### src/rtl/abe_pkg.sv
// abe_pkg: register map, field positions and carrier types for the
// analog block enable register bank.
// assumes a plain strobe register port on a single 25 MHz clock.
package abe_pkg;

  localparam int unsigned ADDR_W = 4;
  localparam int unsigned DATA_W = 8;

  // register offsets (word index on the plain port)
  localparam logic [3:0] ABE_OFFSET     = 4'h0;  // analog_block_enable
  localparam logic [3:0] MEAS_OFFSET    = 4'h1;  // measurement status/done
  localparam logic [3:0] OVTHR_OFFSET   = 4'h2;  // overvolt_threshold
  localparam logic [3:0] UVTHR_OFFSET   = 4'h3;  // undervolt_threshold

  // field positions of analog_block_enable
  localparam int unsigned OVERVOLT_DAC_EN_BIT       = 7;
  localparam int unsigned UNDERVOLT_DAC_EN_BIT      = 6;
  localparam int unsigned EFFICIENCY_MEAS_START_BIT = 5;
  localparam int unsigned SLOPE_COMP_BYPASS_BIT     = 4;
  localparam int unsigned CURRENT_MEAS_EN_BIT       = 3;
  localparam int unsigned TEMP_SENSOR_EN_BIT        = 2;
  localparam int unsigned EFFICIENCY_CIRCUIT_EN_BIT = 1;
  localparam int unsigned SIGNAL_CHAIN_EN_BIT       = 0;

  // values after reset
  localparam logic [7:0] ABE_RESET   = 8'h00;
  localparam logic [7:0] THR_RESET   = 8'h00;
  localparam logic [7:0] UNMAPPED_RD = 8'h00;

  // register bus request
  typedef struct packed {
    logic [3:0] addr;
    logic [7:0] wdata;
    logic       wr;
    logic       rd;
  } reg_req_t;

  // enables toward the analog blocks
  typedef struct packed {
    logic       overvolt_dac_en;
    logic       undervolt_dac_en;
    logic       efficiency_meas_start;
    logic       slope_comp_active;
    logic       current_meas_en;
    logic       temp_sensor_en;
    logic       efficiency_circuit_en;
    logic       signal_chain_en;
    logic [7:0] overvolt_threshold;
    logic [7:0] undervolt_threshold;
  } analog_ctl_t;

endpackage

### src/rtl/abe_word_reg.sv
// abe_word_reg: one byte-wide writable register with registered output.
// assumes synchronous active-low reset on the shared system clock.
`timescale 1ns/1ps
`default_nettype none
module abe_word_reg #(
  parameter int unsigned       WIDTH = 8,
  parameter logic [WIDTH-1:0]  RESET = '0
) (
  input  wire logic             clk_sys_in,
  input  wire logic             rst_n_in,
  input  wire logic             we_in,
  input  wire logic [WIDTH-1:0] d_in,
  output var  logic [WIDTH-1:0] q_out
);

  // a register needs at least one bit
  if (WIDTH < 1) begin : g_bad_width
    $error("abe_word_reg: width must be at least one");
  end

  // holds the last written value, clears on reset
  always_ff @(posedge clk_sys_in) begin
    if (!rst_n_in) begin
      q_out <= RESET;
    end else if (we_in) begin
      q_out <= d_in;
    end
  end

endmodule
`default_nettype wire

### src/rtl/analog_block_enable.sv
// analog_block_enable: software enable register for the analog blocks of
// a power controller, plus the two threshold registers whose contents are
// masked at ctl_out (read back unmasked) while their detector is switched off.
// assumes one 25 MHz clock, synchronous active-low reset, and a plain
// register port whose read data stand one cycle after the read strobe.
`timescale 1ns/1ps
`default_nettype none
// Operation
// - bit 7 enables overvoltage DAC
// - bit 5 starts efficiency measurement
// - bit 4 set bypasses slope compensation
// - bit 3 enables peak current measurement
// - bit 2 enables temperature sensor, overtemperature
// - bit 1 enables efficiency measurement circuitry
// - bit 0 enables voltage signal chain
// - overvoltage off ignores its threshold
// - bit 6 enables undervoltage, else threshold ignored
module analog_block_enable #(
  parameter int unsigned MEAS_CYCLES = 16
) (
  input  wire logic                  clk_sys_in,
  input  wire logic                  rst_n_in,
  input  wire abe_pkg::reg_req_t     req_in,
  input  wire logic                  meas_done_in,
  output var  logic [7:0]            rdata_out,
  output var  abe_pkg::analog_ctl_t  ctl_out
);
  import abe_pkg::*;

  // refuse a zero count and counts that the 16-bit run counter cannot hold
  if (MEAS_CYCLES < 1 || MEAS_CYCLES > 65535) begin : g_bad_meas_cycles
    $error("MEAS_CYCLES out of range");
  end

  typedef enum logic [1:0] {
    MEAS_IDLE = 2'b00,
    MEAS_RUN  = 2'b01
  } meas_state_t;

  typedef struct packed {
    logic [7:0]  abe;
    meas_state_t meas;
    logic [15:0] cnt;
    logic        done_sync1;
    logic        done_sync2;
    logic        meas_done_flag;
    logic [7:0]  rdata;
  } state_t;

  state_t st_r;
  state_t st_nxt;
  logic [7:0] ov_thr;
  logic [7:0] uv_thr;
  logic       abe_wr;

  function automatic logic hit(input reg_req_t r, input logic [3:0] off);
    hit = (r.addr == off);
  endfunction

  // write strobe aimed at the enable register
  assign abe_wr = req_in.wr && hit(req_in, ABE_OFFSET);

  // threshold registers
  abe_word_reg #(.WIDTH(8), .RESET(THR_RESET)) u_ov_thr (
    .clk_sys_in (clk_sys_in),
    .rst_n_in   (rst_n_in),
    .we_in      (req_in.wr && hit(req_in, OVTHR_OFFSET)),
    .d_in       (req_in.wdata),
    .q_out      (ov_thr)
  );
  abe_word_reg #(.WIDTH(8), .RESET(THR_RESET)) u_uv_thr (
    .clk_sys_in (clk_sys_in),
    .rst_n_in   (rst_n_in),
    .we_in      (req_in.wr && hit(req_in, UVTHR_OFFSET)),
    .d_in       (req_in.wdata),
    .q_out      (uv_thr)
  );

  // next-state: register writes, measurement sequencing, read mux
  always_comb begin
    st_nxt = st_r;
    st_nxt.done_sync1 = meas_done_in;
    st_nxt.done_sync2 = st_r.done_sync1;
    if (abe_wr) begin
      st_nxt.abe = req_in.wdata;
    end
    if (req_in.wr && hit(req_in, MEAS_OFFSET) && req_in.wdata[0]) begin
      st_nxt.meas_done_flag = 1'b0;
    end
    case (st_r.meas)
      MEAS_IDLE: begin
        // a written one starts a measurement
        if (st_nxt.abe[EFFICIENCY_MEAS_START_BIT]) begin
          st_nxt.meas = MEAS_RUN;
          st_nxt.cnt  = 16'(MEAS_CYCLES);
        end
      end
      MEAS_RUN: begin
        // start bit reads one for the whole run, a written zero cannot hide it
        st_nxt.abe[EFFICIENCY_MEAS_START_BIT] = 1'b1;
        if (st_r.done_sync2 || st_r.cnt == 16'h0001) begin
          st_nxt.meas_done_flag = 1'b1;  // set wins over clear
          if (abe_wr && req_in.wdata[EFFICIENCY_MEAS_START_BIT]) begin
            // a fresh start in the closing cycle is not lost
            st_nxt.cnt = 16'(MEAS_CYCLES);
          end else begin
            st_nxt.meas = MEAS_IDLE;
            st_nxt.abe[EFFICIENCY_MEAS_START_BIT] = 1'b0;
            st_nxt.cnt = 16'h0000;
          end
        end else begin
          st_nxt.cnt = st_r.cnt - 16'h0001;
        end
      end
      default: begin
        st_nxt.meas = MEAS_IDLE;
      end
    endcase
    st_nxt.rdata = UNMAPPED_RD;
    if (req_in.rd) begin
      if (hit(req_in, ABE_OFFSET)) begin
        st_nxt.rdata = st_r.abe;
      end else if (hit(req_in, MEAS_OFFSET)) begin
        st_nxt.rdata = {6'h00, st_r.meas == MEAS_RUN, st_r.meas_done_flag};
      end else if (hit(req_in, OVTHR_OFFSET)) begin
        st_nxt.rdata = ov_thr;
      end else if (hit(req_in, UVTHR_OFFSET)) begin
        st_nxt.rdata = uv_thr;
      end
    end
  end

  // state register
  always_ff @(posedge clk_sys_in) begin
    if (!rst_n_in) begin
      st_r <= '{abe: ABE_RESET, meas: MEAS_IDLE, cnt: 16'h0000,
                done_sync1: 1'b0, done_sync2: 1'b0, meas_done_flag: 1'b0,
                rdata: UNMAPPED_RD};
    end else begin
      st_r <= st_nxt;
    end
  end

  // enables straight from the register, thresholds masked when off
  always_comb begin
    rdata_out = st_r.rdata;
    ctl_out.overvolt_dac_en       = st_r.abe[OVERVOLT_DAC_EN_BIT];
    ctl_out.undervolt_dac_en      = st_r.abe[UNDERVOLT_DAC_EN_BIT];
    ctl_out.efficiency_meas_start = st_r.abe[EFFICIENCY_MEAS_START_BIT];
    ctl_out.slope_comp_active     = !st_r.abe[SLOPE_COMP_BYPASS_BIT];
    ctl_out.current_meas_en       = st_r.abe[CURRENT_MEAS_EN_BIT];
    ctl_out.temp_sensor_en        = st_r.abe[TEMP_SENSOR_EN_BIT];
    ctl_out.efficiency_circuit_en = st_r.abe[EFFICIENCY_CIRCUIT_EN_BIT];
    ctl_out.signal_chain_en       = st_r.abe[SIGNAL_CHAIN_EN_BIT];
    ctl_out.overvolt_threshold    = st_r.abe[OVERVOLT_DAC_EN_BIT] ? ov_thr : 8'h00;
    ctl_out.undervolt_threshold   = st_r.abe[UNDERVOLT_DAC_EN_BIT] ? uv_thr : 8'h00;
  end

endmodule
`default_nettype wire

### config.mk
export PLATFORM = sky130hd
export DESIGN_NAME = analog_block_enable
export DESIGN_NICKNAME = d
export VERILOG_FILES = /design/src/rtl/abe_pkg.sv /design/src/rtl/abe_word_reg.sv /design/src/rtl/analog_block_enable.sv
export SDC_FILE = /design/constraint.sdc
export NUM_CORES = 1
export LEC_CHECK = 0
export BUFFER_PORTS_ARGS = -buffer_cell sky130_fd_sc_hd__buf_4
export CORE_MARGIN = 2
export CORE_UTILIZATION = 51
export DETAILED_ROUTE_END_ITERATION = 12
export GPL_TIMING_DRIVEN = 0
export PLACE_DENSITY_LB_ADDON = 0.1
export SYNTH_ARGS = -nofsm -noshare
export SYNTH_HDL_FRONTEND = slang
export SYNTH_SLANG_ARGS = --single-unit
### constraint.sdc
create_clock -name clk_sys_in -period 2.7 [get_ports clk_sys_in]
set_input_delay 0.27 -clock clk_sys_in [delete_from_list [all_inputs] [get_ports clk_sys_in]]
set_output_delay 0.27 -clock clk_sys_in [all_outputs]
set_load 0.05 [all_outputs]
# --- After elaboration in Yosys (flattened, before gate mapping) ---
# Index checks and enable logic that the tools add are counted.
# Widths: inputs -> output; s select.
word_totals:
  input_bits: 17
  reg_bits: 53
  output_inout_bits: 32
  word_cells: 53
classes:
  add_sub_neg: 1
  reduce_logical: 14
  mux: 20
  eq_ne: 8
ops:
  columns: ["operator", "count"]
  rows:
  - ["$mux 8", 6]
  - ["$pmux 16 s2", 1]
  - ["$mux 18", 1]
  - ["$eq 16x1->1 const B", 1]
  - ["$mux 16", 1]
  - ["$sub 16x1->16 const B", 1]
  - ["$eq 4x2->1 const B", 2]
  - ["$logic_and 1x1->1", 6]
  - ["$mux 1", 6]
  - ["$mux 6", 1]
  - ["$mux 5", 1]
  - ["$eq 4x1->1 const B", 1]
  - ["$logic_not 4->1", 1]
  - ["$mux 2", 2]
  - ["$ne 2x2->1 const B", 2]
  - ["$pmux 2 s2", 1]
  - ["$reduce_and 2->1", 2]
  - ["$reduce_and 3->1", 1]
  - ["$eq 2x1->1 const B", 1]
  - ["$logic_not 2->1", 1]
  - ["$ne 2x1->1 const B", 1]
  - ["$reduce_bool 2->1", 1]
  - ["$logic_not 1->1", 1]
  - ["$logic_or 1x1->1", 1]

# --- Logic depth before layout (Yosys ltp) ---
# Gate-level depths: netlist (run 1).
logic_depth:
  depth_word: 6
  mapped_depth: 7
  depth_no_buf: 7

# --- Hierarchy ---
# From an unflattened synthesis (run 1), not the netlist that was laid out.
unflattened:
  hier_cells: 287
  area_unflattened_um2: 2618.8
by_module_without_submodules:
  columns: ["mod", "area_each_um2", "cells_per_inst", "seq_area_each_um2", "instances"]
  rows:
  - ["analog_block_enable", 2015.7, 237, 720.7, 1]
  - ["abe_word_reg", 301.5, 25, 160.2, 2]

# --- Worst setup path before layout (run 1) ---
# Ideal clock, no wire load.
synth_path:
  kind: "reg-to-reg"
  startpoint: "reg st_r[12] (netlist bit)"
  endpoint: "reg st_r[25] (netlist bit)"
  path_buffers: 0
  path_stages_with_launch: 8
  setup_slack_ps: 641
  t_arrival_ps: 1945
  path_cell_list: "dfxtp_1 -> inv_1 -> ha_1 -> or4b_1 -> or4_4 -> and2_4 -> a22o_1 -> a21o_1"
synth_between:
  elab_chain_len: 4
  elab_cells_between_ends: 5
synth_lines:
  columns: ["element", "line", "source"]
  rows:
  - ["start: declaration", "analog_block_enable.sv:50", "state_t st_r;"]
  - ["start signal: assignment", "analog_block_enable.sv:136", "st_r <= '{abe: ABE_RESET, meas: MEAS_IDLE, cnt: 16'h0000,"]
  - ["start signal: assignment", "analog_block_enable.sv:140", "st_r <= st_nxt;"]
  - ["branches (longest 2 deep; another with $sub 16x1->16)", null, null]
  - ["$mux 16 *", "analog_block_enable.sv:101", "if (st_r.done_sync2 || st_r.cnt == 16'h0001) begin"]
  - ["$pmux 16 s2 *", "analog_block_enable.sv:90", "case (st_r.meas)"]
# Mark *: on every way between the ends.
# A chain may end at the register's enable or synchronous reset.

# --- Final worst setup path (run 1) ---
layout_path:
  startpoint: "reg st_r[12] (netlist bit)"
  endpoint: "reg st_r[27] (netlist bit)"
layout_between:
  elab_chain_len: 4
layout_lines:
  columns: ["element", "line"]
  rows:
  - ["$eq 16x1->1", "analog_block_enable.sv:101"]
  - ["$logic_or 1x1->1", "analog_block_enable.sv:101"]
  - ["$ne 2x2->1 (no line)", null]
  - ["$reduce_and 3->1 (no line)", null]
# Every way passes these cells.

==> results of run 1 <==
[layer usage]
layer | GRT usage [%] | routed length [um] | up-vias
met2 | 30.51 | 2385 | 70
li1 | - | - | 1092
met1 | 32.39 | 2894 | 1002
met4 | 7.738 | 95 | 0
met3 | 5.489 | 405 | 7
met5 | 0 | 0 | -
[sequential cells by signal, summed over array words and instances, names as in the netlist]
| name | flops |
|---|---|
| u_uv_thr.q_out | 8 |
| st_r | 20 |
| st_nxt | 1 |
| ctl_out | 7 |
| rdata_out | 8 |
| u_ov_thr.q_out | 8 |
[power groups by stage]
stage	combinational (mW)	clock (mW)	sequential (mW)
2_1_floorplan	0.346	0	0.856
3_3_place_gp	0.436	0	0.868
3_5_place_dp	0.441	0	0.869
4_1_cts	0.442	0.464	0.851
5_1_grt	0.498	0.485	0.859
6_report	0.445	0.454	0.852
[worst min-delay path by stage]
| stage | from | to | cells after the start |
|---|---|---|---|
| 2_1_floorplan | meas_done_in | st_nxt[9] | 1 |
| 3_3_place_gp | st_nxt[9] | st_r[9] | 1 |
| 3_5_place_dp | st_nxt[9] | st_r[9] | 1 |
| 4_1_cts | meas_done_in | st_nxt[9] | 2 |
| 5_1_grt | meas_done_in | st_nxt[9] | 2 |
| 6_report | meas_done_in | st_nxt[9] | 2 |
[cells by family after synthesis]
group,count (synthesis)
XOR/XNOR,3
AND/OR/NAND/NOR,129
adder cells (fa/ha/maj),2
flip-flops,52
buffers and inverters,29
multiplexers,25
AO/OA/AOI/OAI,45
[synthesized netlist by cell type, types with 2 or more instances]
cell | instances | area share (%)
a21boi_0 | 9 | 2.6
a21o_1 | 3 | 0.88
a21oi_1 | 7 | 1.4
a22o_1 | 3 | 1.0
a2bb2oi_1 | 2 | 0.68
and2_1 | 22 | 5.4
and3_1 | 2 | 0.49
buf_4 | 15 | 4.4
clkbuf_1 | 10 | 1.5
dfxtp_1 | 52 | 41
ha_1 | 2 | 0.98
inv_1 | 3 | 0.44
mux2i_1 | 23 | 9.0
mux4_2 | 2 | 1.8
nand2_1 | 17 | 2.5
nand2b_1 | 2 | 0.49
nand3_1 | 19 | 3.7
nor2_1 | 23 | 3.4
nor2b_1 | 19 | 4.6
nor3_1 | 9 | 1.8
o21ai_0 | 8 | 1.6
or3_1 | 5 | 1.2
or4_1 | 3 | 0.88
or4_4 | 2 | 0.88
xnor2_1 | 2 | 0.68
[metrics by stage]
stage | power [mW] | util, % | cells
2_1_floorplan | 1.202 | - | 285
3_3_place_gp | 1.304 | 62.61 | 399
3_5_place_dp | 1.310 | 62.61 | 399
4_1_cts | 1.757 | 64.55 | 407
5_1_grt | 1.842 | 64.55 | 407
6_report | 1.751 | 64.55 | 407
[worst max-delay path: stages, from the launching register on]
cell and delay (ns):
dfxtp_1 0.33, inv_1 0.09, ha_1 0.15, or4b_1 0.45
nor4_1 0.46, o21ai_0 0.20, or2_1 0.28, and3_1 0.19
[layout make-up]
type / count / area (um2)
Fill cell: 447 / 1697
Timing Repair Buffer: 47 / 352.8
Buffer: 26 / 155.1
Sequential cell: 52 / 1041
Clock buffer: 6 / 82.58
Multi-Input combinational cell: 204 / 1353
Clock inverter: 2 / 10.01
Inverter: 3 / 11.26
Tap cell: 67 / 83.83
==> flow_metrics.py, run 1 <==
metrics = {
    "run_status": {
        "status": "finished, final reports clean",
    },
    "place": {
        "dpl.hpwl_um": 4119,
        "globalplace.congestion": 0.8882,
        "pre_cts_ws_ns": 0.3897,
        "dpl-instance-area_um2": 2997,
        "port-buffer-count": 47,
    },
    "timing": {
        "postLayoutSetupSlackWorst_ns": 0.4650,
        "relSlewSlack_pct": 50.68,
        "clock_skew_ns": 0.005529,
        "fmax_mhz": 447.4,
        "min_period_over_period_pct": 82.78,
        "hold_viol": 0,
        "whs_ns": 0.1666,
        "min_period_ns": 2.235,
        "setup_violations": 0,
        "drv_slew": 0,
        "rsz0062_at_grt": "false",
        "tns_ns": 0,
        "worst_slew_pin_slew_ns": 0.7296,
    },
    "synthesis": {
        "yosysSeqAreaShare_pct": 40.66,
        "ys_ff_latch": 52,
        "synth.avg_cell_area_um2": 8.982,
        "syn-instance-count": 285,
        "synthXorXnorAreaFrac_pct": 1.026,
        "synthMuxAreaShare_pct": 10.75,
        "synthArstFlopShare_pct": 0,
        "synth_top_family_by_area": "simple AND/OR/NAND/NOR gates",
        "yosys_warnings": 0,
        "synth_area_um2": 2560,
        "synth_compound_area_share_pct": 12.85,
        "syn-num-nets": 304,
        "yosys.area_share.simple_pct": 27.22,
        "synth_cell_type_count": 46,
        "synth_edf_count": 0,
        "synthAdderAreaFrac_pct": 0.9775,
        "synthFlopType": "dfxtp_1",
    },
    "grt": {
        "track_usage_pct": 21.80,
        "grt_pass1_vias": 1845,
        "antenna_found_initial": 0,
        "grt_max_degree": 16,
        "grt_overflow": 0,
        "grt_pass1_wl_um": 9094,
    },
    "clock_network": {
        "clk_latency_ns": 0.31,
        "cts_max_level": 2,
        "cts.clk_slew.worst_paths_ns": 0.09,
        "cts_tree": "built",
        "clock_sinks": 52,
        "cts_resized": 0,
        "cts.path.max_buffers": 2,
        "postCtsSetupRepairBufs": 0,
        "cts-root-buf": "clkbuf_8",
        "cts_buffers": 5,
        "cts_hold_buffers": 0,
    },
    "routing": {
        "drt-total-wl_um": 5780,
        "drtIter0Drc": 72,
        "drcViolationCount": 0,
        "first_pass_iters": 4,
        "ant_nets": 0,
        "vias": 2171,
        "wire_per_inst_um": 14.20,
        "drt-vias-per-instance": 5.334,
    },
    "power_and_ir_drop": {
        "pwr-share-clk_pct": 25.9,
        "comb_power_share_pct": 25.4,
        "power.switching_mw": 0.5386,
        "switching_share_pct": 30.75,
        "internal_power_mw": 1.213,
        "powerDensity_nw_per_um2": 566.9,
        "power.leakage_nw": 1.325,
        "p_seq_share_pct": 48.7,
        "vdd_drop_max_mv": 0.3765,
    },
    "die": {
        "coreArea_um2": 4786,
        "die_h_um": 74.85,
        "start_util_pct": 53.49,
        "die_area_um2": 5603,
        "rows": 25,
        "die_w_um": 74.85,
        "ios": 49,
    },
    "critical_path": {
        "cp_max_fo": 3,
        "critPathRequiredTime_ns": 2.91,
        "r2r_cells": 7,
        "r2r_slack_ns": 0.47,
        "worstSetupStartpointType": "flop",
        "end_kind": "flop",
        "crit_start": "st_r[12]",
        "critPathArrivalTime_ns": 2.44,
        "path_class": "reg -> reg",
        "setup.worst_path.end": "st_r[27]",
        "worstReg2RegStart": "st_r[12]",
        "r2r_end": "st_r[27]",
    },
    "final_layout": {
        "layout_common_cells": "buf_4, dfxtp_1, nor2_1, mux2i_1, and2_1",
        "final_common_cell": "buf_4",
        "layout-drive-gt1-share_pct": 23.24,
        "num_antenna_cells": 0,
        "areaGrowthSynthToFinish_pct": 20.67,
        "final_net_count": 358,
        "final_area_um2": 3089,
    },
    "run": {
        "maxCapViolations": 0,
    },
    "hold_path": {
        "hold_path.class": "in -> reg",
    },
}
Note: power is estimated with default switching activity, not from simulation.
==> inputs of run 2 (changes only) <==
--- a/config.mk
+++ b/config.mk
@@ -7,7 +7,7 @@
 export LEC_CHECK = 0
 export BUFFER_PORTS_ARGS = -buffer_cell sky130_fd_sc_hd__buf_4
 export CORE_MARGIN = 2
-export CORE_UTILIZATION = 51
+export CORE_UTILIZATION = 49
 export DETAILED_ROUTE_END_ITERATION = 12
 export GPL_TIMING_DRIVEN = 0
 export PLACE_DENSITY_LB_ADDON = 0.1
==> constraint.sdc (replaced) <==
create_clock -name clk_sys_in -period 1.8 [get_ports clk_sys_in]
set_input_delay 0.18 -clock clk_sys_in [delete_from_list [all_inputs] [get_ports clk_sys_in]]
set_output_delay 0.18 -clock clk_sys_in [all_outputs]
set_load 0.05 [all_outputs]
==> run 2 against run 1 <==
Compared with the run above: the flow now finishes with violations (setup timing); cell count is 3.9% higher; combinational power is 110% higher; critical endpoint is now st_r[25]; final area is 9.4% higher; non-clock buffer count is 12 higher; fmax is 6.3% higher; largest power group unchanged; count of clock-buffer cells in the layout stayed put; largest cell class unchanged.
==> flow_metrics.py, run 2 (same netlist as run 1, synthesis figures left out) <==
metrics = {
    "timing": {
        "relSlewSlack_pct": 47.44,
        "drv_slew": 0,
        "worst_slew_pin_slew_ns": 0.7774,
        "rsz0062_at_grt": "true",
        "postLayoutSetupSlackWorst_ns": -0.3028,
        "fmax_mhz": 475.6,
        "min_period_ns": 2.103,
        "min_period_over_period_pct": 116.8,
        "hold_viol": 0,
        "setup_violations": 19,
        "tns_ns": -4.180,
        "clock_skew_ns": 0.009389,
    },
    "critical_path": {
        "path_class": "reg -> reg",
        "crit_start": "st_r[12]",
        "r2r_cells": 7,
        "r2r_slack_ns": -0.30,
        "critPathRequiredTime_ns": 2.01,
        "critPathArrivalTime_ns": 2.32,
        "r2r_end": "st_r[25]",
        "end_kind": "flop",
        "worstReg2RegStart": "st_r[12]",
        "cp_cell_sequence": "inv_4 > ha_4 > or4b_4 > or4_4 > and2_4 > a22o_1 > a21o_1",
        "cp_max_fo": 5,
        "critical_path.max_stage_delay_ns": 0.47,
        "cp_slowest_cell": "or4b_4",
        "worstSetupStartpointType": "flop",
    },
    "power_and_ir_drop": {
        "vdd_drop_max_mv": 0.5107,
        "total_power_mw": 2.933,
        "powerDensity_nw_per_um2": 867.9,
        "power.leakage_nw": 1.420,
    },
    "routing": {
        "drt-vias-per-instance": 5.300,
        "first_pass_iters": 4,
        "drcViolationCount": 0,
        "drtIter0Drc": 120,
        "ant_nets": 0,
        "drt-total-wl_um": 6359,
        "vias": 2242,
        "wire_per_inst_um": 15.03,
    },
    "run_status": {
        "status": "complete, but fails checks",
        "violations": "setup timing",
    },
    "clock_network": {
        "cts_buffers": 5,
        "cts.path.max_buffers": 2,
        "cts-root-buf": "clkbuf_8",
        "cts_tree": "built",
        "cts_max_level": 2,
        "clk_latency_ns": 0.31,
        "cts_hold_buffers": 0,
        "clock_sinks": 52,
        "cts.clk_slew.worst_paths_ns": 0.10,
    },
    "die": {
        "die_area_um2": 5819,
        "die_w_um": 76.28,
        "coreArea_um2": 5075,
        "rows": 26,
        "die_h_um": 76.28,
        "start_util_pct": 50.44,
        "ios": 49,
    },
    "final_layout": {
        "final_net_count": 371,
        "areaGrowthSynthToFinish_pct": 32.01,
        "register_area_um2": 1050,
        "num-fill-cells": 443,
        "num_antenna_cells": 0,
        "layout-drive-gt1-share_pct": 33.99,
        "multiInputGateArea_um2": 1519,
        "final_common_cell": "buf_4",
        "largest-register": "st_r",
        "largest_reg_flops": 20,
        "layout_common_cells": "buf_4, dfxtp_1, mux2i_1",
    },
    "hold_path": {
        "worstHoldEndpoint": "st_nxt[9]",
        "hold_path.class": "in -> reg",
        "min_delay_path_depth": 2,
        "min_from": "meas_done_in",
    },
    "place": {
        "port-buffer-count": 47,
        "pre_cts_ws_ns": -0.4325,
        "dpl.hpwl_um": 4230,
        "globalplace.congestion": 0.8442,
    },
    "grt": {
        "track_usage_pct": 21.79,
        "grt_pass1_vias": 2051,
        "grt_pass1_wl_um": 10250,
        "antenna_found_initial": 0,
        "grt_max_degree": 16,
        "grt_overflow": 0,
    },
    "run": {
        "maxCapViolations": 0,
    },
}
run 2: changes by cell type in the layout (fill, tap and decap cells not counted), sizes merged:
cell | previous run | this run
buf | 63 | 75
nand2 | 17 | 18
run 2: through the flow:
step           util, %  hold slack, ns  std cells  area [um2]
6_report         66.59         0.08025        423        3379
5_1_grt          66.59         0.08257        423        3379
4_1_cts          63.81         0.08016        419        3238
3_5_place_dp     59.15          0.3924        402        3002
3_3_place_gp     59.15          0.3905        402        3002
2_1_floorplan        -          0.3073        285        2561
run 2: routing by layer:
metal | up-vias | global-route usage, % | share of wire, %
met5 | - | 0 | 0
li1 | 1114 | - | -
met4 | 0 | 7.091 | 1.4
met3 | 12 | 3.673 | 5.8
met1 | 1055 | 33.61 | 49
met2 | 61 | 30.71 | 44
run 2: how the worst max path moves through the flow:
stage,to,slack [ns],cells past startpoint
global placement,st_r[27],-0.42,7
finish,st_r[25],-0.30,7
global route,st_r[26],-0.37,7
CTS,st_r[27],-0.29,6
floorplan,st_r[25],-0.23,5
detailed placement,st_r[27],-0.43,7
run 2: layout make-up:
class / count / share of cell area, %
timing repair buffer: 59 / 13.66
sequential: 52 / 31.06
buffer: 26 / 4.591
clock buffer: 6 / 2.444
inverter: 3 / 0.4073
clock inverter: 2 / 0.2962
tap: 70 / 2.592
multi-input combinational: 205 / 44.95
run 2: timing repair:
item	4_1_cts	5_1_grt
cloned	1	0
pin swaps	11	14
endpoints found under the setup margin	19	20
setup buffers	8	4
gates resized for setup	23	27
run 2: where the power goes:
part           total (mW)  switching [mW]  internal (mW)  leakage (nW)
Clock               0.700           0.392          0.308        0.0510
Sequential           1.29          0.0759           1.21         0.423
Combinational       0.945           0.490          0.455         0.946
run 2: worst max-delay path: cells and delay by family (launching register included):
kind	cells	cell delay, ns
buffers and inverters	1	0.08
AO/OA/AOI/OAI	2	0.34
adder cells (fa/ha/maj)	1	0.11
flip-flops	1	0.35
AND/OR/NAND/NOR	3	1.13
==> inputs of run 3 (changes only) <==
--- a/config.mk
+++ b/config.mk
@@ -7,10 +7,12 @@
 export LEC_CHECK = 0
 export BUFFER_PORTS_ARGS = -buffer_cell sky130_fd_sc_hd__buf_4
 export CORE_MARGIN = 2
-export CORE_UTILIZATION = 49
+export CORE_UTILIZATION = 51
+export CTS_BUF_LIST = sky130_fd_sc_hd__clkbuf_4 sky130_fd_sc_hd__clkbuf_8
 export DETAILED_ROUTE_END_ITERATION = 12
 export GPL_TIMING_DRIVEN = 0
-export PLACE_DENSITY_LB_ADDON = 0.1
+export PLACE_DENSITY = 0.76
+export SKIP_CTS_REPAIR_TIMING = 1
 export SYNTH_ARGS = -nofsm -noshare
 export SYNTH_HDL_FRONTEND = slang
 export SYNTH_SLANG_ARGS = --single-unit
==> run 3 against run 2 <==
Compared with the run above: the flow still finishes with violations (setup timing); via count about the same; largest cell class unchanged; die area is 3.7% lower; critical path type unchanged; total power up 7.8%; sequential power about the same; routed wire length fell by 3.8%.
==> flow_metrics.py, run 3 (same netlist as run 1, synthesis figures left out) <==
metrics = {
    "routing": {
        "first_pass_iters": 4,
        "drtIter0Drc": 131,
        "drt-total-wl_um": 6117,
        "ant_nets": 0,
        "vias": 2240,
        "drt-vias-per-instance": 5.424,
        "drcViolationCount": 0,
        "wire_per_inst_um": 14.81,
    },
    "place": {
        "placed_cells": 399,
        "dpl.hpwl_um": 4194,
        "port-buffer-count": 47,
        "dpl-instance-area_um2": 2998,
        "globalplace.congestion": 0.8912,
    },
    "grt": {
        "grt_pass1_wl_um": 9535,
        "track_usage_pct": 22.45,
        "antenna_found_initial": 0,
        "grt_overflow": 0,
        "grt_max_degree": 17,
        "grt_pass1_vias": 1964,
    },
    "critical_path": {
        "cp_slowest_cell": "or4_4",
        "crit_buf_inv": 1,
        "path_class": "reg -> reg",
        "critPathRequiredTime_ns": 2.01,
        "worstSetupStartpointType": "flop",
        "cp_cell_sequence": "inv_2 > ha_4 > or4b_4 > or4_4 > and2_4 > a22o_1 > a21o_1",
        "critical_path.max_stage_delay_ns": 0.59,
        "r2r_slack_ns": -0.38,
        "critPathArrivalTime_ns": 2.38,
        "cp_top_family": "simple AND/OR/NAND/NOR gates",
        "end_kind": "flop",
        "cp_max_fo": 5,
    },
    "final_layout": {
        "num_antenna_cells": 0,
        "final_area_um2": 3316,
        "layout_common_cells": "buf_4, dfxtp_1, mux2i_1",
        "final-instance-count-excl-fill": 413,
        "final_common_cell": "buf_4",
        "utilization_pct": 69.28,
        "largest-register": "st_r",
        "final_net_count": 364,
        "largest_reg_flops": 20,
        "areaGrowthSynthToFinish_pct": 29.52,
        "layout-drive-gt1-share_pct": 29.77,
    },
    "die": {
        "start_util_pct": 53.49,
        "rows": 25,
        "die_area_um2": 5603,
        "ios": 49,
        "die_h_um": 74.85,
        "coreArea_um2": 4786,
        "die_w_um": 74.85,
    },
    "clock_network": {
        "cts_tree": "built",
        "cts-root-buf": "clkbuf_8",
        "cts.path.max_buffers": 2,
        "clk_latency_ns": 0.31,
        "cts.clk_slew.worst_paths_ns": 0.09,
        "cts_max_level": 2,
        "clock_sinks": 52,
        "cts_buffers": 5,
    },
    "run_status": {
        "status": "complete, but fails checks",
        "violations": "setup timing",
    },
    "timing": {
        "min_period_over_period_pct": 121.0,
        "worst_slew_pin_slew_ns": 0.7739,
        "clock_skew_ns": 0.009186,
        "min_period_ns": 2.179,
        "rsz0062_at_grt": "true",
        "postLayoutSetupSlackWorst_ns": -0.3785,
        "relSlewSlack_pct": 48.30,
        "hold_viol": 0,
        "drv_slew": 0,
        "setup_violations": 19,
        "fmax_mhz": 459.0,
    },
    "power_and_ir_drop": {
        "vdd_drop_max_mv": 0.4999,
        "power.switching_mw": 0.8936,
        "switching_share_pct": 28.25,
        "p_seq_share_pct": 40.6,
        "comb_power_share_pct": 25.1,
        "total_power_mw": 3.163,
        "powerDensity_nw_per_um2": 953.9,
        "pwr-share-clk_pct": 34.2,
        "internal_power_mw": 2.269,
        "power.leakage_nw": 1.402,
    },
    "hold_path": {
        "hold_path.class": "in -> reg",
    },
    "run": {
        "maxCapViolations": 0,
    },
}
## run 3: final timing paths
kind                 from        end  depth (start not counted)
max              st_r[12]   st_r[26]                          7
min          meas_done_in  st_nxt[9]                          2
max reg2reg      st_r[12]   st_r[26]                          7
min reg2reg     st_nxt[9]    st_r[9]                          1
## run 3: final cells by class
class	count	area, um2
fill	400	1470
buffer	26	155.1
timing repair buffer	53	410.4
tap	67	83.83
inverter	3	11.26
clock buffer	5	68.82
multi-input combinational	204	1449
clock inverter	3	90.09
sequential	52	1047
## run 3: power groups by stage
stage / Clock (mW) / Sequential (mW) / Combinational, mW
global placement: 0 / 1.30 / 0.652
CTS: 1.09 / 1.28 / 0.668
detailed placement: 0 / 1.30 / 0.662
global route: 1.13 / 1.30 / 0.869
floorplan: 0 / 1.29 / 0.519
finish: 1.08 / 1.29 / 0.795
## run 3: layer usage
layer	vias to the layer above	wire [um]	GRT usage [%]
met3	10	332	5.221
li1	1099	-	-
met2	77	2783	34.99
met5	-	0	0
met1	1054	2899	31.02
met4	0	102	6.944
## run 3: per-stage QoR
stage | hold slack (ns) | TNS, ns | worst slack (ns)
finish | 0.07758 | -4.772 | -0.3785
global route | 0.08775 | -5.908 | -0.4304
CTS | 0.07370 | -5.233 | -0.4298
detailed placement | 0.3908 | -8.559 | -0.4098
global placement | 0.3875 | -8.094 | -0.4238
floorplan | 0.3073 | -2.161 | -0.2332
